<file path="config.mk">
export PLATFORM = sky130hd
export DESIGN_NAME = aeo_top
export DESIGN_NICKNAME = d
export VERILOG_FILES = /design/src/include/aeo_pkg.sv /design/src/rtl/aeo_top.sv
export SDC_FILE = /design/constraint.sdc
export NUM_CORES = 1
export LEC_CHECK = 0
export BUFFER_PORTS_ARGS = -buffer_cell sky130_fd_sc_hd__buf_2
export CAP_MARGIN = 20
export CELL_PAD_IN_SITES_DETAIL_PLACEMENT = 0
export CELL_PAD_IN_SITES_GLOBAL_PLACEMENT = 2
export CORE_MARGIN = 10
export CORE_UTILIZATION = 40
export DETAILED_ROUTE_END_ITERATION = 8
export GPL_ROUTABILITY_DRIVEN = 0
export PLACE_DENSITY_LB_ADDON = 0.2
export REMOVE_ABC_BUFFERS = 1
export SETUP_SLACK_MARGIN = 0.2
export SYNTH_ARGS = -nofsm -noshare
export SYNTH_HDL_FRONTEND = slang
export SYNTH_SLANG_ARGS = --single-unit
export TNS_END_PERCENT = 20
</file>
<file path="constraint.sdc">
create_clock -name clk_sys -period 4.56 [get_ports clk_sys]
set_input_delay 0.684 -clock clk_sys [delete_from_list [all_inputs] [get_ports clk_sys]]
set_output_delay 0.684 -clock clk_sys [all_outputs]
set_load 0.01 [all_outputs]
</file>
<file path="src/include/aeo_pkg.sv">
package aeo_pkg;

  // Code width and limits
  localparam int unsigned CODE_W       = 12;
  localparam logic [11:0] OB_MAX       = 12'h0_FFF;
  localparam logic [11:0] OB_MIN       = 12'h0_000;
  localparam logic [11:0] OB_ZERO      = 12'h0_800;
  localparam logic [11:0] TC_MAX       = 12'h0_7FF;
  localparam logic [11:0] TC_MIN       = 12'h0_800;
  localparam logic [11:0] TC_ZERO      = 12'h0_000;
  localparam logic [11:0] SIGN_FLIP    = 12'h0_800;

  // Pipeline depth and stabilizer relock
  localparam int unsigned PIPE_DEPTH   = 5;
  localparam int unsigned RELOCK_CYC   = 100;
  localparam logic [7:0]  RELOCK_CNT_W = 8'h00;
  localparam logic [7:0]  RELOCK_LAST  = 8'h64;

  // Encode rate limits kept by the clock source
  localparam int unsigned ENC_MAX_MSPS = 250;
  localparam int unsigned ENC_MIN_MSPS = 1;
  localparam int unsigned HALF_MIN_PS  = 1900;

  // Clock and stop detection
  localparam int unsigned CLK_SYS_MHZ  = 20;
  localparam int unsigned STOP_US      = 10;
  localparam int unsigned STOP_CYC     = STOP_US * CLK_SYS_MHZ;
  localparam logic [7:0]  STOP_LAST    = 8'(STOP_CYC);

  // Four-level mode strap
  typedef enum logic [1:0]
  {
    MODE_GND  = 2'b00,
    MODE_THR1 = 2'b01,
    MODE_THR2 = 2'b10,
    MODE_VDD  = 2'b11
  } aeo_mode_t;

  typedef enum logic [1:0]
  {
    ST_RUN    = 2'b00,
    ST_RELOCK = 2'b01,
    ST_STOP   = 2'b10
  } aeo_state_t;

  // One conversion result in flight
  typedef struct packed
  {
    logic              vld;
    logic              ovr;
    logic              neg;
    logic [11:0]       raw;
  } aeo_smp_t;

  typedef struct packed
  {
    logic [2:0]        enc_sync;
    logic [2:0][1:0]   mode_sync;
    logic              enc_prev;
    logic              enc_hi;
    logic [7:0]        phase_cnt;
    logic [7:0]        half_cnt;
    logic              int_clk;
    logic [7:0]        stop_cnt;
    logic [7:0]        relock_cnt;
    aeo_state_t        state;
    aeo_smp_t [4:0]    pipe;
    logic [11:0]       code;
    logic              ovr_flag;
    logic              code_vld;
    logic              sample_edge;
    logic              dcs_on;
    logic              twos;
  } aeo_st_t;

endpackage

</file>
<file path="src/rtl/aeo_top.sv">
`timescale 1ns/1ps
// Behaviour
// - Offset binary: all ones top, all zeros bottom, 0x800 at zero input.
// - Two's complement: 0x7FF top, 0x800 bottom, zero at zero input.
// - Out-of-range raises the flag and saturates the code; else flag low.
// - Stabilizer on: sample on rising edge, internal falling edge regenerated.
// - Stabilizer on: accepts 40-60% duty, internal clock kept at 50%.
// - After a long clock stop with stabilizer on, one hundred cycles relock; samples marked invalid.
// - Stabilizer only at the one-third or two-thirds strap levels.
// - Result appears five encode cycles after its sampling edge.
// - Input captured on encode rising edge, held while encode high.
// - Offset binary at ground or one third; two's complement otherwise.
module aeo_top
  import aeo_pkg::*;
#(
  parameter int unsigned DEPTH = PIPE_DEPTH
)
(
  // Clock and reset
  input  wire logic        clk_sys,
  input  wire logic        rstn,
  // Encode clock pin, sampled
  input  wire logic        encode_clock_pos,
  // Format and stabilizer strap
  input  wire logic [1:0]  mode_sel,
  // Analog front end result at the hold instant
  input  wire logic [11:0] conv_raw,
  input  wire logic        conv_over,
  input  wire logic        conv_under,
  // Output word
  output logic [11:0]      sample_code_bits,
  output logic             out_of_range_flag,
  output logic             sample_valid,
  output logic             internal_clock,
  output logic             stabilizer_on
);

  aeo_st_t s_q;
  aeo_st_t s_d;

  function automatic logic [11:0] enc_code(input logic [11:0] raw, input logic twos);
    enc_code = twos ? (raw ^ SIGN_FLIP) : raw;
  endfunction

  function automatic logic dcs_of(input logic [1:0] m);
    dcs_of = (m == MODE_THR1) || (m == MODE_THR2);
  endfunction

  logic rise;
  logic fall;
  assign rise = s_q.enc_sync[2] & s_q.enc_sync[1] & ~s_q.enc_prev;
  assign fall = ~s_q.enc_sync[2] & ~s_q.enc_sync[1] & s_q.enc_prev;

  always_comb
  begin
    s_d = s_q;
    s_d.enc_sync = {s_q.enc_sync[1:0], encode_clock_pos};
    if (s_q.enc_sync[2] == s_q.enc_sync[1])
    begin
      s_d.enc_prev = s_q.enc_sync[1];
    end
    // Strap pin synchroniser, decoded once two stages agree
    s_d.mode_sync = {s_q.mode_sync[1:0], mode_sel};
    if (s_q.mode_sync[2] == s_q.mode_sync[1])
    begin
      s_d.dcs_on = dcs_of(s_q.mode_sync[1]);
      s_d.twos = s_q.mode_sync[1][1];
    end
    s_d.sample_edge = 1'b0;
    // Stop detection on the encode pin
    if (rise | fall)
    begin
      s_d.stop_cnt = 8'h00;
    end
    else if (s_q.stop_cnt != STOP_LAST)
    begin
      s_d.stop_cnt = s_q.stop_cnt + 8'h01;
    end
    // Period tracking and internal clock phase
    if (rise)
    begin
      s_d.phase_cnt = 8'h01;
      s_d.half_cnt = s_q.phase_cnt >> 1;
    end
    else if (s_q.phase_cnt != 8'hFF)
    begin
      s_d.phase_cnt = s_q.phase_cnt + 8'h01;
    end
    if (s_q.dcs_on)
    begin
      if (rise)
      begin
        s_d.int_clk = 1'b1;
      end
      else if (s_q.int_clk && s_q.phase_cnt >= s_q.half_cnt)
      begin
        s_d.int_clk = 1'b0;
      end
    end
    else
    begin
      if (rise)
      begin
        s_d.int_clk = 1'b1;
      end
      else if (fall)
      begin
        s_d.int_clk = 1'b0;
      end
    end
    // Relock state
    case (s_q.state)
      ST_RUN:
      begin
        if (s_q.stop_cnt == STOP_LAST)
        begin
          s_d.state = ST_STOP;
        end
      end
      ST_STOP:
      begin
        if (rise)
        begin
          s_d.state = s_q.dcs_on ? ST_RELOCK : ST_RUN;
          s_d.relock_cnt = 8'h00;
        end
      end
      ST_RELOCK:
      begin
        if (s_q.stop_cnt == STOP_LAST)
        begin
          s_d.state = ST_STOP;
        end
        else if (rise)
        begin
          s_d.relock_cnt = s_q.relock_cnt + 8'h01;
          if (s_q.relock_cnt + 8'h01 == RELOCK_LAST)
          begin
            s_d.state = ST_RUN;
          end
        end
      end
      default:
      begin
        s_d.state = ST_STOP;
      end
    endcase
    // Capture and pipeline on each rising encode edge
    if (rise)
    begin
      s_d.sample_edge = 1'b1;
      s_d.pipe[0].raw = conv_raw;
      s_d.pipe[0].ovr = conv_over | conv_under;
      s_d.pipe[0].neg = conv_under;
      s_d.pipe[0].vld = (s_q.state == ST_RUN);
      for (int i = 1; i < 5; i++)
      begin
        s_d.pipe[i] = s_q.pipe[i-1];
      end
      // Output word and flag move together
      s_d.ovr_flag = s_q.pipe[4].ovr;
      s_d.code_vld = s_q.pipe[4].vld;
      if (s_q.pipe[4].ovr)
      begin
        s_d.code = s_q.pipe[4].neg ? (s_q.twos ? TC_MIN : OB_MIN)
                                   : (s_q.twos ? TC_MAX : OB_MAX);
      end
      else
      begin
        s_d.code = enc_code(s_q.pipe[4].raw, s_q.twos);
      end
    end
  end

  always_ff @(posedge clk_sys or negedge rstn)
  begin
    if (!rstn)
    begin
      s_q <= '{state: ST_STOP, default: '0};
    end
    else
    begin
      s_q <= s_d;
    end
  end

  assign sample_code_bits  = s_q.code;
  assign out_of_range_flag = s_q.ovr_flag;
  assign sample_valid      = s_q.code_vld;
  assign internal_clock    = s_q.int_clk;
  assign stabilizer_on     = s_q.dcs_on;

  property p_sat_code;
    @(posedge clk_sys) disable iff (!rstn)
    $rose(s_q.sample_edge) && s_q.ovr_flag |->
      ($past(s_q.twos) ? (s_q.code == TC_MAX || s_q.code == TC_MIN)
                       : (s_q.code == OB_MAX || s_q.code == OB_MIN));
  endproperty
  a_sat_code: assert property (p_sat_code) else $error("overflow code not saturated");

  property p_ob_zero;
    @(posedge clk_sys) disable iff (!rstn)
    rise && !s_q.pipe[4].ovr && !s_q.twos && s_q.pipe[4].raw == OB_ZERO |=>
      s_q.code == OB_ZERO;
  endproperty
  a_ob_zero: assert property (p_ob_zero) else $error("offset binary zero wrong");

  property p_tc_zero;
    @(posedge clk_sys) disable iff (!rstn)
    rise && !s_q.pipe[4].ovr && s_q.twos && s_q.pipe[4].raw == OB_ZERO |=>
      s_q.code == TC_ZERO;
  endproperty
  a_tc_zero: assert property (p_tc_zero) else $error("two's complement zero wrong");

  property p_hold;
    @(posedge clk_sys) disable iff (!rstn)
    !rise |=> $stable(s_q.code) && $stable(s_q.ovr_flag);
  endproperty
  a_hold: assert property (p_hold) else $error("output changed off an encode edge");

  property p_dcs_map;
    @(posedge clk_sys) disable iff (!rstn)
    s_q.mode_sync[2] == s_q.mode_sync[1] |=>
      s_q.dcs_on == dcs_of(s_q.mode_sync[2]);
  endproperty
  a_dcs_map: assert property (p_dcs_map) else $error("stabilizer strap decode wrong");

  property p_fmt_map;
    @(posedge clk_sys) disable iff (!rstn)
    s_q.mode_sync[2] == s_q.mode_sync[1] |=>
      s_q.twos == s_q.mode_sync[2][1];
  endproperty
  a_fmt_map: assert property (p_fmt_map) else $error("format strap decode wrong");

  property p_relock_invalid;
    @(posedge clk_sys) disable iff (!rstn)
    rise && s_q.state != ST_RUN |=> !s_q.pipe[0].vld;
  endproperty
  a_relock_invalid: assert property (p_relock_invalid) else $error("relock sample valid");

  property p_dcs_rise;
    @(posedge clk_sys) disable iff (!rstn)
    s_q.dcs_on && rise |=> s_q.int_clk;
  endproperty
  a_dcs_rise: assert property (p_dcs_rise) else $error("internal clock missed rise");

  property p_raw_direct;
    @(posedge clk_sys) disable iff (!rstn)
    !s_q.dcs_on && fall |=> !s_q.int_clk;
  endproperty
  a_raw_direct: assert property (p_raw_direct) else $error("falling edge not followed");

endmodule

</file>
==> summary.md <==
| Metric | Value |
|---|---|
| Pins Over Slew Limit | 0 |
| Area contributors post-synth | dfrtp_1 58%, nand2_1 17%, ha_1 3.5%, o21ai_0 3.2%, a21oi_1 1.8% |
| Post-route cell area | 6640 um2 |
| Status | complete, no violations |
| Post-synth top cells | 265 x nand2_1, 134 x dfrtp_1, 37 x o21ai_0 |
| CP Class | flip-flop to flip-flop |
| Largest area contributor in the netlist | dfrtp_1 |
| Fin. Hold Viols | 0 |
| Number of nets with antenna violations after routing | 0 |
| Clock tree buffer depth | 2 |
| TritonCTS clock tree | yes |
| Max-cap violations | 0 |
| Worst r2r src | s_d[137] |
| Max_slew headroom | 0.338 |
| Drt total wl | 10900 um |
| Wire per inst | 13.1 um |
| Setup crit start kind | flip-flop |
| N_diodes | 0 |
| Leakage | 3.39 nW |
| First-pass GRT wire length | 19200 um |
| H-tree Lvls | 4 |
| Buffers & Inverters on Critical Path | 0 |
| Slowest cell delay on critical path | 790 ps |
| Share of cells above drive strength 1 | 0.115 |
| Total Routing Usage GR | 0.118 |
| Worst Setup End Kind | flip-flop |
| First-pass DRT Iterations | 4 |
| Reg2Reg Depth | 4 |
| Synth cell types | 43 |
| Setup Buffers After CTS | 0 |
| Overflow after GRT | 0 |
| Die H | 140 um |
| Post-DP Area | 6030 um2 |
| Total I/O pin count | 35 |
| Clk slew on worst S/H paths | 60 ps |
| Mapped Cells | 624 |
| DRC | 0 |
| Total CTS buffers | 17 |
| Number of enable flip-flop cells after synthesis | 0 |
| Initial detailed-routing violation count | 211 |
| Cts hold-fix bufs | 0 |
| Clock Skews | 9.74 ps |
| Maximum vdd drop | 0.275 mV |
| Post-DP HPWL | 6440 um |
| Commonest register cell after synthesis | dfrtp_1 |
| Row cnt | 43 |
| Post-route minimum period | 2340 ps |
| Area Overhead vs Synth | 14.8% |
| Maximum clock frequency | 427 MHz |
| Yosys top cell area share | 0.580 |
| Vias in the first global route | 3911 |
| Clock root buffer | clkbuf_16 |
| I/O Buffers | 34 |
| Delay-heaviest family, CP | compound AO/OA/AOI/OAI gates |
| Pwr dens | 564 nW/um2 |
| Yosys warning count | 0 |
| CP Max Fanout | 43 |
| Reg2reg end | s_q[94] |
| Die width | 140 um |
| Via count | 4020 |
| PostCTS Resize Cnt | 0 |
| # setup viols final | 0 |
| Slowest CP cell | nor2b_4 |
| Fin worst setup slack | 2220 ps |
| Post-Synthesis Cell Area | 5780 um2 |
| Maximum number of pins on one net before global-route repair | 115 |
| Final core occ | 0.473 |
| Critical path cell sequence | ha_1 > nor2b_4 > o21ai_1 > a22o_1 |
| Hold WC Path Type | input port to async pin |
| Initial antenna violation count | 0 |
| WP data arrival | 2640 ps |
| Sequential area share after synthesis | 0.585 |
| Multi-input gate area | 2160 um2 |
| Die area | 19700 um2 |
| Avg Cell Area, Syn | 9.26 um2 |
| Storage element area | 3380 um2 |
| Actual slew at the worst max-slew pin | 989 ps |
| Core box area | 14000 um2 |
| Final #Nets | 677 |
| Vias per Instance | 4.82 |
| Async SR Flop Fraction | 1.00 |
| Final period util | 0.513 |
| Fill count | 1322 |
| Clock Latency Late Sink | 420 ps |
| Flops & latches, synth | 135 |
| RSZ-0062 raised after global routing | no |
| Num Clock Sinks | 135 |
| Slack of the worst reg-to-reg path | 2220 ps |
| Most frequent cell after synthesis | nand2_1 |
| Critical Path RT | 4860 ps |
| Dpl ws | 2130 ps |
| Starting Density | 0.412 |
## cell usage in the layout, fill, tap and decap left out, drive strengths merged, types with 5 or more instances in the layout
master	Yosys	routed
and3	5	5
a31oi	5	5
xor2	7	7
nand3	12	12
o21ai	38	38
nand2b	5	5
inv	16	16
dfrtp	134	134
nand2	265	265
a21oi	21	21
ha	16	16
buf	15	39
a22o	7	7
clkbuf	25	22
nor2	17	17
clkinv	0	7
## layer usage
metal  global-route usage  share of wire  vias up
met5                    0              0        -
met4               0.0473          0.015        0
met3               0.0446          0.042       18
met2                0.166           0.44       51
met1                0.159           0.51     1899
li1                     -              -     2052
## through the flow
stage	instances	TNS (ps)	hold WS, ps	power (mW)
after floorplan	584	-1320	331	2.17
after global placement	802	0	352	2.41
after detailed placement	802	0	350	2.44
after CTS	833	0	349	3.81
after global routing	834	0	208	4.02
final	834	0	198	3.75
## state kept, by name, summed over array words and instances (netlist names)
signal             cells
sample_code_bits      12
internal_clock         1
s_q                  113
stabilizer_on          1
sample_valid           1
out_of_range_flag      1
s_d                    6
## area by class of cell
type                       instances  area share
timing repair buffer              39      0.0352
clock buffer                      22      0.0729
clock inverter                     9      0.0149
inverter                          16     0.00905
sequential                       135       0.509
multi-input combinational        433       0.325
tap                              180      0.0339
## power by group
group	total [mW]	internal, mW	switching (mW)
sequential	1.74	1.53	0.210
combinational	0.663	0.275	0.388
clock	1.34	0.854	0.489
total	3.75	2.66	1.09
## worst max path at each step
| stage | end | startpoint | slack (ps) | cells after the start |
|---|---|---|---|---|
| detailed placement | s_q[100] | s_d[137] | 2130 | 4 |
| floorplan | s_q[100] | s_d[137] | -210 | 4 |
| global route | s_q[94] | s_d[137] | 1920 | 4 |
| CTS | s_q[94] | s_d[137] | 2100 | 4 |
| global placement | s_q[101] | s_d[137] | 2150 | 4 |
| finish | s_q[94] | s_d[137] | 2220 | 4 |
## logic make-up after synthesis
family | share of synthesized area
flops | 0.585
compound gates | 0.0840
xor+xnor | 0.0152
mux | 0.00931
simple gates | 0.227
fa+ha+maj | 0.0346
buf+inv | 0.0448
Power figures use the tool's default switching activity.
